### config.mk
export PLATFORM = sky130hd
export DESIGN_NAME = fsb_burst_read
export DESIGN_NICKNAME = d
export VERILOG_FILES = /design/src/rtl/fsb_pkg.sv /design/src/rtl/fsb_burst_read.sv /design/src/rtl/fsb_fifo.sv
export SDC_FILE = /design/constraint.sdc
export NUM_CORES = 1
export LEC_CHECK = 0
export ABC_AREA = 1
export ABC_CLOCK_PERIOD_IN_PS = 6100
export BUFFER_PORTS_ARGS = -buffer_cell sky130_fd_sc_hd__buf_2
export CELL_PAD_IN_SITES_DETAIL_PLACEMENT = 0
export CELL_PAD_IN_SITES_GLOBAL_PLACEMENT = 2
export CORE_AREA = 8 8 225 227
export DETAILED_ROUTE_END_ITERATION = 6
export DIE_AREA = 0 0 233 235
export PLACE_DENSITY_LB_ADDON = 0.15
export SETUP_SLACK_MARGIN = 0.02
export SKIP_CTS_REPAIR_TIMING = 1
export SYNTH_ARGS = -nofsm -noshare
export SYNTH_HDL_FRONTEND = slang
export SYNTH_HIERARCHICAL = 1
export SYNTH_SLANG_ARGS = --single-unit
### constraint.sdc
create_clock -name ref_clk -period 6.1 [get_ports ref_clk]
set_input_delay 0.305 -clock ref_clk [delete_from_list [all_inputs] [get_ports ref_clk]]
set_output_delay 0.305 -clock ref_clk [all_outputs]
set_load 0.01 [all_outputs]
### src/rtl/fsb_pkg.sv
// constants of the synchronous burst read engine and its configuration register
// assumes one bus clock shared with the host; array reads are combinational on a line

package fsb_pkg;
  localparam int WORD_W = 16;
  localparam int ADDR_W = 26;
  localparam int IDX_W = 4;
  localparam int LINE_WORDS = 16;
  localparam int LINE_W = WORD_W * LINE_WORDS;
  localparam int LINE_ADDR_W = ADDR_W - IDX_W;
  localparam int FIFO_DEPTH = 8;

  // configuration register layout
  localparam logic [15:0] CFG_RESET = 16'hDF48;
  localparam int MODE_BIT = 15;
  localparam int LAT_HI = 14;
  localparam int LAT_LO = 11;
  localparam int POL_BIT = 10;
  localparam int TIM_BIT = 8;
  localparam int DRV_BIT = 7;
  localparam int LEN_HI = 2;
  localparam int LEN_LO = 0;

  // latency code decode
  localparam logic [3:0] LAT_CODE_MIN = 4'h1;
  localparam logic [3:0] LAT_CODE_MAX = 4'hD;
  localparam logic [3:0] LAT_CODE_ADD = 4'h2;
  localparam logic [3:0] LAT_FIRST_OFS = 4'h2;
  localparam logic [3:0] LAT_LINE_OFS = 4'h1;

  // burst length codes and counts
  localparam logic [2:0] LEN_CONT = 3'h0;
  localparam logic [2:0] LEN_WRAP8 = 3'h2;
  localparam logic [2:0] LEN_WRAP16 = 3'h3;
  localparam logic [4:0] CNT_WRAP8 = 5'h08;
  localparam logic [4:0] CNT_WRAP16 = 5'h10;
  localparam logic [3:0] MASK_WRAP8 = 4'h7;
  localparam logic [3:0] MASK_LINE = 4'hF;
  localparam logic [3:0] IDX_LAST = 4'hF;
endpackage

### src/rtl/fsb_burst_read.sv
// burst read engine with its configuration register, facing the flash bus pins
// assumes the host drives select, enable, strobe and address on ref_clk edges,
// and the array returns the addressed line combinationally from lineAddr
`timescale 1ns/100ps
`default_nettype none

module fsb_burst_read
  import fsb_pkg::*;
(
  input wire logic ref_clk,
  input wire logic srst,
  input wire logic cmdReset,
  input wire logic chipSelect_n,
  input wire logic outputEnable_n,
  input wire logic address_valid_strobe_n,
  input wire logic [ADDR_W-1:0] address,
  input wire logic cfgWrite,
  input wire logic [15:0] cfgWriteData,
  output logic [15:0] cfgReadData,
  output logic [LINE_ADDR_W-1:0] lineAddr,
  input wire logic [LINE_W-1:0] lineData,
  output logic [WORD_W-1:0] data_pins_out,
  output logic data_pins_oe,
  output logic driveHalf,
  output logic readyFlag,
  output logic readyFlag_oe
);

  typedef struct packed {
    logic [15:0] cfg;
    logic active;
    logic asyncRd;
    logic cont;
    logic [3:0] mask;
    logic [LINE_ADDR_W-1:0] lineAddr;
    logic [IDX_W-1:0] pushIdx;
    logic [4:0] pushLeft;
    logic [IDX_W-1:0] popIdx;
    logic [4:0] popLeft;
    logic [3:0] waitCnt;
    logic [WORD_W-1:0] dataOut;
    logic dataOe;
    logic rdyOut;
    logic rdyOe;
    logic drvHalf;
  } fsb_state_t;

  localparam fsb_state_t STATE_RESET = '{
    cfg: CFG_RESET,
    active: 1'b0,
    asyncRd: 1'b1,
    cont: 1'b1,
    mask: MASK_LINE,
    lineAddr: '0,
    pushIdx: '0,
    pushLeft: '0,
    popIdx: '0,
    popLeft: '0,
    waitCnt: '0,
    dataOut: '0,
    dataOe: 1'b0,
    rdyOut: 1'b0,
    rdyOe: 1'b0,
    drvHalf: 1'b0
  };

  ////////////////////////////////////////////////////////////////////////
  // decode helpers

  // latency in cycles from the code; reserved codes clamp to the nearest legal one
  function automatic logic [3:0] latCycles(input logic [3:0] code);
    logic [3:0] c;
    c = code;
    if (c < LAT_CODE_MIN)
      c = LAT_CODE_MIN;
    if (c > LAT_CODE_MAX)
      c = LAT_CODE_MAX;
    return c + LAT_CODE_ADD;
  endfunction

  // next word index, staying inside the aligned group given by the mask
  function automatic logic [3:0] nextIdx(input logic [3:0] idx, input logic [3:0] mask);
    logic [3:0] inc;
    inc = idx + 4'h1;
    return (idx & ~mask) | (inc & mask);
  endfunction

  // one word out of the fetched line
  function automatic logic [WORD_W-1:0] lineWord(input logic [LINE_W-1:0] line,
                                                 input logic [3:0] idx);
    return line[idx*WORD_W +: WORD_W];
  endfunction

  fsb_state_t s_q;
  fsb_state_t s_d;
  logic [3:0] latency;
  logic [2:0] lenCode;
  logic capture;
  logic pushWant;
  logic pushReady;
  logic popWant;
  logic popValid;
  logic [WORD_W-1:0] popData;
  logic popGo;
  logic fifoFlush;
  logic readyNow;
  logic readyNext;
  logic readyLevel;

  ////////////////////////////////////////////////////////////////////////
  // word buffer between the line fetch and the pin stage; it stalls the fetch
  // side when full, so the fetch can run ahead of a host that pauses
  fsb_fifo #(
    .W(WORD_W),
    .DEPTH(FIFO_DEPTH)
  ) u_fifo (
    .ref_clk(ref_clk),
    .srst(srst),
    .flush(fifoFlush),
    .inValid(pushWant),
    .inReady(pushReady),
    .inData(lineWord(lineData, s_q.pushIdx)),
    .outValid(popValid),
    .outReady(popWant),
    .outData(popData)
  );

  ////////////////////////////////////////////////////////////////////////
  // handshake terms of the current cycle
  assign latency = latCycles(s_q.cfg[LAT_HI:LAT_LO]);
  assign lenCode = s_q.cfg[LEN_HI:LEN_LO];
  assign capture = !chipSelect_n && !address_valid_strobe_n;
  assign fifoFlush = chipSelect_n || capture || cmdReset || !s_q.active;
  // fetch words only for a live sync burst with words still owed
  assign pushWant = s_q.active && !s_q.asyncRd && !fifoFlush
                    && (s_q.cont || s_q.pushLeft != '0);
  // a word leaves once latency has run out and the host enables the outputs
  assign popWant = s_q.active && !s_q.asyncRd && !fifoFlush && s_q.waitCnt == '0
                   && (s_q.cont || s_q.popLeft != '0) && !outputEnable_n;
  assign popGo = popWant && popValid;

  ////////////////////////////////////////////////////////////////////////
  // next state
  always_comb
  begin
    s_d = s_q;
    readyNow = 1'b0;
    readyNext = 1'b0;
    readyLevel = 1'b0;

    // writes are taken at any time, sync read mode or not
    if (cfgWrite)
      s_d.cfg = cfgWriteData;

    if (chipSelect_n || cmdReset)
    begin
      // deselect ends any burst; command reset keeps the configuration
      s_d.active = 1'b0;
      s_d.waitCnt = '0;
    end
    else if (capture)
    begin
      // new address: restart the fetch whatever was running
      s_d.active = 1'b1;
      s_d.asyncRd = s_q.cfg[MODE_BIT];
      s_d.lineAddr = address[ADDR_W-1:IDX_W];
      s_d.pushIdx = address[IDX_W-1:0];
      s_d.popIdx = address[IDX_W-1:0];
      s_d.waitCnt = latency - LAT_FIRST_OFS;
      case (lenCode)
        LEN_WRAP8:
        begin
          s_d.cont = 1'b0;
          s_d.mask = MASK_WRAP8;
          s_d.pushLeft = CNT_WRAP8;
          s_d.popLeft = CNT_WRAP8;
        end
        LEN_WRAP16:
        begin
          s_d.cont = 1'b0;
          s_d.mask = MASK_LINE;
          s_d.pushLeft = CNT_WRAP16;
          s_d.popLeft = CNT_WRAP16;
        end
        // reserved codes run as continuous
        default:
        begin
          s_d.cont = 1'b1;
          s_d.mask = MASK_LINE;
          s_d.pushLeft = '0;
          s_d.popLeft = '0;
        end
      endcase
    end
    else if (s_q.active)
    begin
      // fetch side walks the line; in a continuous burst it moves to the next line at its end
      if (pushWant && pushReady)
      begin
        s_d.pushIdx = nextIdx(s_q.pushIdx, s_q.mask);
        if (s_q.cont && s_q.pushIdx == IDX_LAST)
          s_d.lineAddr = s_q.lineAddr + 1'b1;
        if (!s_q.cont)
          s_d.pushLeft = s_q.pushLeft - 5'h01;
      end
      // pin side: one word per clock, with a fresh latency at a line crossing
      if (popGo)
      begin
        s_d.dataOut = popData;
        s_d.popIdx = nextIdx(s_q.popIdx, s_q.mask);
        if (!s_q.cont)
          s_d.popLeft = s_q.popLeft - 5'h01;
        if (s_q.cont && s_q.popIdx == IDX_LAST)
          s_d.waitCnt = latency - LAT_LINE_OFS;
      end
      else if (s_q.waitCnt != '0)
        s_d.waitCnt = s_q.waitCnt - 4'h1;
      // async read shows the word the address pins pick inside the line
      if (s_q.asyncRd)
        s_d.dataOut = lineWord(lineData, address[IDX_W-1:0]);
    end

    // ready with the data, or one cycle ahead of the next word
    readyNow = popGo;
    readyNext = s_d.active && !s_d.asyncRd && s_d.waitCnt == '0
                && (s_d.cont || s_d.popLeft != '0) && !capture;
    readyLevel = s_q.cfg[TIM_BIT] ? readyNow : readyNext;
    s_d.rdyOut = s_q.cfg[POL_BIT] ? readyLevel : !readyLevel;
    s_d.rdyOe = !chipSelect_n;
    s_d.dataOe = !chipSelect_n && !outputEnable_n;
    s_d.drvHalf = s_q.cfg[DRV_BIT];
  end

  // hardware reset restores every field, the configuration included
  always_ff @(posedge ref_clk)
  begin
    if (srst)
      s_q <= STATE_RESET;
    else
      s_q <= s_d;
  end

  ////////////////////////////////////////////////////////////////////////
  // outputs straight from the state register
  assign cfgReadData = s_q.cfg;
  assign lineAddr = s_q.lineAddr;
  assign data_pins_out = s_q.dataOut;
  assign data_pins_oe = s_q.dataOe;
  assign driveHalf = s_q.drvHalf;
  assign readyFlag = s_q.rdyOut;
  assign readyFlag_oe = s_q.rdyOe;

endmodule

`default_nettype wire

### src/rtl/fsb_fifo.sv
// word FIFO between the line fetch and the data pin stage
// assumes flush and both handshakes come from logic on the same clock
`timescale 1ns/100ps
`default_nettype none

module fsb_fifo
  import fsb_pkg::*;
#(
  parameter int W = 16,
  parameter int DEPTH = 8
)
(
  input wire logic ref_clk,
  input wire logic srst,
  input wire logic flush,
  input wire logic inValid,
  output logic inReady,
  input wire logic [W-1:0] inData,
  output logic outValid,
  input wire logic outReady,
  output logic [W-1:0] outData
);
  localparam int PW = $clog2(DEPTH);

  typedef struct packed {
    logic [DEPTH-1:0][W-1:0] mem;
    logic [PW-1:0] wrPtr;
    logic [PW-1:0] rdPtr;
    logic [PW:0] count;
  } fsb_fifo_state_t;

  fsb_fifo_state_t s_q;
  fsb_fifo_state_t s_d;
  logic doPush;
  logic doPop;

  ////////////////////////////////////////////////////////////////////////
  // honest full and empty from the occupancy count
  assign inReady = (s_q.count != DEPTH[PW:0]);
  assign outValid = (s_q.count != '0);
  assign outData = s_q.mem[s_q.rdPtr];
  assign doPush = inValid && inReady;
  assign doPop = outValid && outReady;

  // pointer and count update; flush drops everything held
  always_comb
  begin
    s_d = s_q;
    if (flush)
    begin
      s_d.wrPtr = '0;
      s_d.rdPtr = '0;
      s_d.count = '0;
    end
    else
    begin
      if (doPush)
      begin
        s_d.mem[s_q.wrPtr] = inData;
        s_d.wrPtr = s_q.wrPtr + 1'b1;
      end
      if (doPop)
        s_d.rdPtr = s_q.rdPtr + 1'b1;
      if (doPush && !doPop)
        s_d.count = s_q.count + 1'b1;
      else if (doPop && !doPush)
        s_d.count = s_q.count - 1'b1;
    end
  end

  // storage is not cleared on reset, only the pointers and the count
  always_ff @(posedge ref_clk)
  begin
    if (srst)
    begin
      s_q.wrPtr <= '0;
      s_q.rdPtr <= '0;
      s_q.count <= '0;
      s_q.mem <= s_d.mem;
    end
    else
      s_q <= s_d;
  end
endmodule

`default_nettype wire

==> impl_metrics.env, run 1 <==
export IMPL_worstMarginPinSlew_ns=1.11
export IMPL_synth_nets=2420
export IMPL_peakVddDrop_mv=0.197
export IMPL_synth_seq_cells=222
export IMPL_seq_area_frac_synth_pct=37.5
export IMPL_holdPathStages=3
export IMPL_cts_root_buf="clkbuf_16"
export IMPL_synth_top_family_by_area="compound AO/OA/AOI/OAI gates"
export IMPL_numPortBuffers=362
export IMPL_max_slew_margin_rel_pct=26.2
export IMPL_yosys_area_top_type="edfxtp_1"
export IMPL_reg2reg_depth=5
export IMPL_finalCriticalPeriod_ns=3.55
export IMPL_drv_cap=0
export IMPL_synth_mux_area_share_pct=2.42
export IMPL_synth_xor_area_share_pct=0.802
export IMPL_r2r_setup_slack_ns=2.55
export IMPL_boundaryPins=363
export IMPL_timing_fmax_mhz=282
export IMPL_finalNonFillerCells=2967
export IMPL_yosys_area_top_type_share_pct=25.1
export IMPL_timing_critical_path_fanout_max=114
export IMPL_yosysWarnings=6
export IMPL_worstPathRequired_ns=6.34
export IMPL_first_iter_violations=1023
export IMPL_dp_hpwl_mm=48.2
export IMPL_synthSimpleGateAreaFrac_pct=18.1
export IMPL_final_common_cell="buf_2"
export IMPL_grt_pass1_wl_mm=97.6
export IMPL_max_stage_delay_ns=1.03
export IMPL_synthAdderAreaFrac_pct=1.36
export IMPL_syn_area_sq_um=15300
export IMPL_multi_input_area_sq_um=7730
export IMPL_die_x_um=233
export IMPL_dpl_worst_slack_ns=2.57
export IMPL_tns_ns=0
export IMPL_finalHoldViolations=5
export IMPL_htree_num_levels=1
export IMPL_via_per_inst=5.36
export IMPL_crit_arrival_ns=3.79
export IMPL_report_final_slew_viol_count=0
export IMPL_ant_nets=0
export IMPL_min_path_type="in -> reg"
export IMPL_grt_max_degree=115
export IMPL_r2r_end="u_fifo/s_q[50]$_DFFE_PP_"
export IMPL_endpoint_kind="register"
export IMPL_place_inst=2898
export IMPL_gp_congestion=0.843
export IMPL_globalRouteTotalUtil_pct=23.2
export IMPL_status="complete, but fails checks"
export IMPL_clock_sinks=222
export IMPL_min_period_over_period_pct=58.2
export IMPL_skew_ns=0.0120
export IMPL_cts_made_buffers=25
export IMPL_design_area_sq_um=18000
export IMPL_syn_inst=2099
export IMPL_fin_ws_ns=2.55
export IMPL_setup_violations=0
export IMPL_n_fill_cell=5044
export IMPL_drt_first_pass_iters=5
export IMPL_grt_pass1_vias=15500
export IMPL_worst_setup_path_start_kind="register"
export IMPL_ys_top_cells_by_area="edfxtp_1 25%, dfxtp_1 12%, o21ai_0 12%"
export IMPL_holdWs_ns=-0.0295
export IMPL_die_h_um=235
export IMPL_synth_area_per_cell_sq_um=7.28
export IMPL_via_count=15900
export IMPL_antenna_found_initial=17
export IMPL_cpMostUsedCell="o21ai_0"
export IMPL_cts_path_max_buffers=3
export IMPL_crit_path_top_delay_cell="dfxtp_4"
export IMPL_leakagePower_nw=7.31
export IMPL_worstPathCellList="buf_4 > o21ai_0 > o21ai_0 > o21ai_0 > o21ai_0"
export IMPL_drive_above_1_share_pct=20.4
export IMPL_synth_compound_area_share_pct=27.8
export IMPL_r2r_start="s_q[38]$_SDFFE_PP0P_"
export IMPL_synth_cell_types=53
export IMPL_core_sq_um=47100
export IMPL_seq_area_sq_um=5740
export IMPL_rsz0062_at_grt="no"
export IMPL_die_area_sq_um=54800
export IMPL_synth_main_ff_cell="edfxtp_1"
export IMPL_clk_latency_ns=0.55
export IMPL_final_cell_mix="360 x buf_2, 357 x o21ai_0, 244 x nand2_1"
export IMPL_path_clk_slew_ns=0.06
export IMPL_final_core_util_pct=38.1
export IMPL_min_to="cfgReadData[14]$_SDFFE_PP1P_"
export IMPL_drc=0
export IMPL_worstHoldStart="cfgWriteData[14]"
export IMPL_routed_wl_mm=66.5
export IMPL_gr_total_overflow=0
export IMPL_placed_area_sq_um=17000
export IMPL_rows=80
export IMPL_async_flop_share_pct=0
export IMPL_fin_nets=2642
export IMPL_power_density_nw_per_um2=209
export IMPL_cts_tree="yes"
export IMPL_failed_checks="negative hold slack"
export IMPL_initial_core_util_pct=32.4
export IMPL_syn_to_final_growth_pct=17.6
export IMPL_worstSetupPathType="reg -> reg"
export IMPL_synth_edf_count=128
export IMPL_power_mw=3.76
export IMPL_wl_per_cell_um=22.4
[final cells by class]
| type | count | area share (%) |
|---|---|---|
| Multi-Input combinational cell | 1486 | 43.0 |
| Sequential cell | 222 | 31.9 |
| Timing Repair Buffer | 406 | 12.1 |
| Tap cell | 615 | 4.28 |
| Inverter | 180 | 3.79 |
| Clock buffer | 32 | 3.76 |
| Clock inverter | 14 | 0.947 |
| Antenna cell | 12 | 0.167 |
[registers in the layout, summed over array words and instances (netlist names)]
register	count
data_pins_out	16
cfgReadData	16
readyFlag_oe	1
readyFlag	1
s_q	26
driveHalf	1
u_fifo/s_q	138
lineAddr	22
data_pins_oe	1
[where the power goes]
group          switching (mW)  internal (mW)  total, mW  leakage, nW
clock network           0.643          0.918       1.56        0.412
logic                   0.366          0.202      0.567         4.98
registers              0.0221           1.61       1.64         1.92
[worst max-delay path, delay by kind of cell (launching register included)]
family / cells / cell delay, ns
AOI/OAI and AO/OA: 4 / 1.19
buffers and inverters: 1 / 0.92
DFF: 1 / 1.03
[worst max-delay path by stage]
| stage | startpoint | end | slack (ns) | cells past startpoint |
|---|---|---|---|---|
| global placement | s_q[38]$_SDFFE_PP0P_ | u_fifo/s_q[98]$_DFFE_PP_ | 2.68 | 5 |
| floorplan | s_q[33]$_SDFFE_PP0P_ | u_fifo/s_q[10]$_DFFE_PP_ | 3.06 | 7 |
| CTS | s_q[38]$_SDFFE_PP0P_ | u_fifo/s_q[50]$_DFFE_PP_ | 2.56 | 5 |
| global route | s_q[38]$_SDFFE_PP0P_ | u_fifo/s_q[114]$_DFFE_PP_ | 2.10 | 5 |
| detailed placement | s_q[38]$_SDFFE_PP0P_ | u_fifo/s_q[130]$_DFFE_PP_ | 2.57 | 5 |
| finish | s_q[38]$_SDFFE_PP0P_ | u_fifo/s_q[50]$_DFFE_PP_ | 2.55 | 5 |
[per-layer routing]
metal / up-vias / routed length, um / global-route usage, % / part of all wire, %
li1: 7707 / - / - / -
met1: 7549 / 28500 / 29.4 / 43
met2: 554 / 31900 / 39.2 / 48
met4: 8 / 2410 / 8.93 / 3.6
met5: - / 51 / 0 / 0.077
met3: 99 / 3680 / 3.23 / 5.5
[cell usage after synthesis (all sizes together) (4+ instances only)]
| cell | n |
|---|---|
| a211oi | 10 |
| a21oi | 219 |
| a221oi | 4 |
| a22oi | 4 |
| a31oi | 14 |
| buf | 110 |
| clkbuf | 101 |
| clkinv | 5 |
| dfxtp | 94 |
| edfxtp | 128 |
| ha | 15 |
| inv | 175 |
| mux2i | 37 |
| nand2 | 249 |
| nand3 | 141 |
| nand4 | 10 |
| nor2 | 229 |
| nor3 | 8 |
| nor4 | 6 |
| o211ai | 92 |
| o21ai | 414 |
| o221ai | 10 |
| or2 | 5 |
| xor2 | 11 |
[cell families (layout without fill, tap and decap cells)]
kind of cell | after synthesis | count (layout)
AND/OR/NAND/NOR | 650 | 650
buffers and inverters | 391 | 632
flip-flops | 222 | 222
multiplexers | 37 | 37
XOR/XNOR | 14 | 14
AO/OA/AOI/OAI | 769 | 769
adder cells (fa/ha/maj) | 16 | 16
other | 0 | 12
Power figures use the tool's default switching activity.
==> run 2, diff against run 1 <==
--- a/config.mk
+++ b/config.mk
@@ -6,13 +6,13 @@
 export NUM_CORES = 1
 export LEC_CHECK = 0
 export ABC_AREA = 1
-export ABC_CLOCK_PERIOD_IN_PS = 6100
+export ABC_CLOCK_PERIOD_IN_PS = 3470
 export BUFFER_PORTS_ARGS = -buffer_cell sky130_fd_sc_hd__buf_2
 export CELL_PAD_IN_SITES_DETAIL_PLACEMENT = 0
 export CELL_PAD_IN_SITES_GLOBAL_PLACEMENT = 2
-export CORE_AREA = 8 8 225 227
+export CORE_AREA = 8 8 235 237
 export DETAILED_ROUTE_END_ITERATION = 6
-export DIE_AREA = 0 0 233 235
+export DIE_AREA = 0 0 243 245
 export PLACE_DENSITY_LB_ADDON = 0.15
 export SETUP_SLACK_MARGIN = 0.02
 export SKIP_CTS_REPAIR_TIMING = 1
==> constraint.sdc (replaced) <==
create_clock -name ref_clk -period 3.47 [get_ports ref_clk]
set_input_delay 0.1735 -clock ref_clk [delete_from_list [all_inputs] [get_ports ref_clk]]
set_output_delay 0.1735 -clock ref_clk [all_outputs]
set_load 0.01 [all_outputs]
==> run 2 against run 1 <==
Via count fell by 0.20%; largest cell class unchanged; sequential power rose by 75%; the flow now finishes without violations; power rose by 75%; hold slack improved by 0.065 ns; utilization fell by 2.2 points; sequential share of layout area fell by 1.1 points; critical path depth rose by 11; clock skew rose by 0.0079 ns; first-iteration DRC count rose by 3.6%.
==> impl_metrics.env, run 2 (synthesis results as in run 1) <==
export IMPL_clock_sinks=222
export IMPL_dp_hpwl_mm=50.6
export IMPL_first_iter_violations=1060
export IMPL_power_density_nw_per_um2=355
export IMPL_worst_setup_path_start_kind="register"
export IMPL_crit_path_top_delay_cell="dfxtp_1"
export IMPL_timing_fmax_mhz=374
export IMPL_setup_violations=0
export IMPL_ant_nets=0
export IMPL_die_h_um=245
export IMPL_cts_root_buf="clkbuf_16"
export IMPL_finalNonFillerCells=3100
export IMPL_gr_total_overflow=0
export IMPL_cpMostUsedCell="nand2_1"
export IMPL_fin_nets=2697
export IMPL_die_area_sq_um=59500
export IMPL_peakVddDrop_mv=0.336
export IMPL_drc=0
export IMPL_tns_ns=0
export IMPL_antenna_found_initial=21
export IMPL_status="finished clean"
export IMPL_drv_cap=0
export IMPL_power_mw=6.59
export IMPL_clk_latency_ns=0.56
export IMPL_skew_ns=0.0200
export IMPL_min_period_over_period_pct=77.0
export IMPL_cts_tree="yes"
export IMPL_globalRouteTotalUtil_pct=21.6
export IMPL_largest_register_ff_count=138
export IMPL_final_cell_mix="360 x buf_2, 357 x o21ai_0, 244 x nand2_1"
export IMPL_finalCriticalPeriod_ns=2.67
export IMPL_worstSetupPathType="reg -> reg"
export IMPL_via_count=15900
export IMPL_max_slew_margin_rel_pct=29.4
export IMPL_min_path_type="in -> reg"
export IMPL_worstPathRequired_ns=3.92
export IMPL_critPathTopFamily="simple AND/OR/NAND/NOR gates"
export IMPL_cts_path_max_buffers=3
export IMPL_via_per_inst=5.12
export IMPL_final_common_cell="buf_2"
export IMPL_cp_depth=16
export IMPL_crit_arrival_ns=3.12
export IMPL_leakagePower_nw=7.58
export IMPL_boundaryPins=363
export IMPL_crit_start="s_q[20]$_SDFF_PP0_"
export IMPL_path_clk_slew_ns=0.06
export IMPL_cts_made_buffers=25
export IMPL_largest_register="u_fifo/s_q"
export IMPL_htree_num_levels=1
export IMPL_gp_congestion=0.864
export IMPL_finalHoldViolations=0
export IMPL_drt_first_pass_iters=7
export IMPL_drive_above_1_share_pct=21.0
export IMPL_worstPathCellList="inv_1 > ha_1 > nand2_2 > nor2_2 > nand2_1 > nor2_1 > nand2_1 > ha_1 > inv_1 > ha_1 > a21oi_1 > nand2_1 > nand2_1 > nand3_1 > nand2_1 > inv_1"
export IMPL_reg2reg_depth=16
export IMPL_core_sq_um=51700
export IMPL_worstMarginPinSlew_ns=1.05
export IMPL_grt_pass1_vias=15500
export IMPL_initial_core_util_pct=29.6
export IMPL_die_x_um=243
export IMPL_routed_wl_mm=67.5
export IMPL_path_buf_inv=3
export IMPL_numPortBuffers=362
export IMPL_r2r_start="s_q[20]$_SDFF_PP0_"
export IMPL_grt_pass1_wl_mm=99.7
export IMPL_crit_end="u_fifo/s_q[3]$_SDFFE_PP0P_"
export IMPL_wl_per_cell_um=21.8
export IMPL_place_inst=2997
export IMPL_syn_to_final_growth_pct=21.6
export IMPL_rows=84
export IMPL_endpoint_kind="register"
export IMPL_grt_max_degree=67
export IMPL_r2r_setup_slack_ns=0.80
export IMPL_timing_critical_path_fanout_max=6
export IMPL_report_final_slew_viol_count=0
export IMPL_max_stage_delay_ns=0.32
export IMPL_r2r_end="u_fifo/s_q[3]$_SDFFE_PP0P_"
export IMPL_rsz0062_at_grt="no"
==> run 2: cell count changes in the layout (fill, tap and decap cells not counted), moves of 2 or more <==
cell / previous run / this run
buf_12: 0 / 5
buf_4: 34 / 55
clkbuf_1: 4 / 8
clkinv_1: 8 / 6
clkinv_2: 4 / 6
diode_2: 12 / 17
dlygate4sd3_1: 11 / 40
==> run 2: cell type report <==
| cell class | instances | area (sq um) |
|---|---|---|
| Inverter | 180 | 681 |
| Sequential cell | 222 | 5740 |
| Fill cell | 5607 | 33100 |
| Timing Repair Buffer | 461 | 2730 |
| Multi-Input combinational cell | 1486 | 7730 |
| Clock inverter | 10 | 118 |
| Antenna cell | 17 | 42.5 |
| Tap cell | 688 | 861 |
| Clock buffer | 36 | 697 |
==> run 2: power by group <==
group	total, mW	switching (mW)	internal, mW
clock	2.65	1.10	1.55
sequential	2.87	0.0308	2.84
combinational	1.07	0.673	0.397
==> run 2: how the worst min path moves through the flow <==
stage | start | endpoint | slack (ns) | cells past startpoint
after floorplan | chipSelect_n | readyFlag_oe$_SDFF_PP0_ | 0.25 | 1
after global placement | cfgWriteData[10] | cfgReadData[10]$_SDFFE_PP1P_ | 0.38 | 3
after detailed placement | cfgWriteData[10] | cfgReadData[10]$_SDFFE_PP1P_ | 0.39 | 3
after CTS | cfgWriteData[10] | cfgReadData[10]$_SDFFE_PP1P_ | -0.20 | 3
after global routing | cfgWrite | cfgReadData[3]$_SDFFE_PP1P_ | 0.04 | 3
final | cfgWrite | cfgReadData[6]$_SDFFE_PP1P_ | 0.04 | 3
==> run 2: layer usage <==
metal  routed length (um)  global-route usage, %
met5                   51                      0
met4                 1720                   7.46
met3                 3400                   3.47
met2                32300                   36.4
met1                30000                   27.8
==> run 2: through the flow <==
step	worst slack (ns)	instance area [sq um]	util (%)	hold slack, ns
2_1_floorplan	0.430	15300	-	0.246
3_3_place_gp	0.799	17300	33.5	0.385
3_5_place_dp	0.722	17300	33.5	0.392
4_1_cts	0.781	18100	35.1	-0.202
5_1_grt	0.476	18600	35.9	0.0426
6_report	0.799	18600	36.0	0.0359
==> run 2: worst reg2reg max path: cells and delay by family (launching register included) <==
family	cells	cell delay, ns
compound gates	1	0.19
fa+ha+maj	3	0.75
buf+inv	3	0.26
flops	1	0.32
simple gates	9	1.06
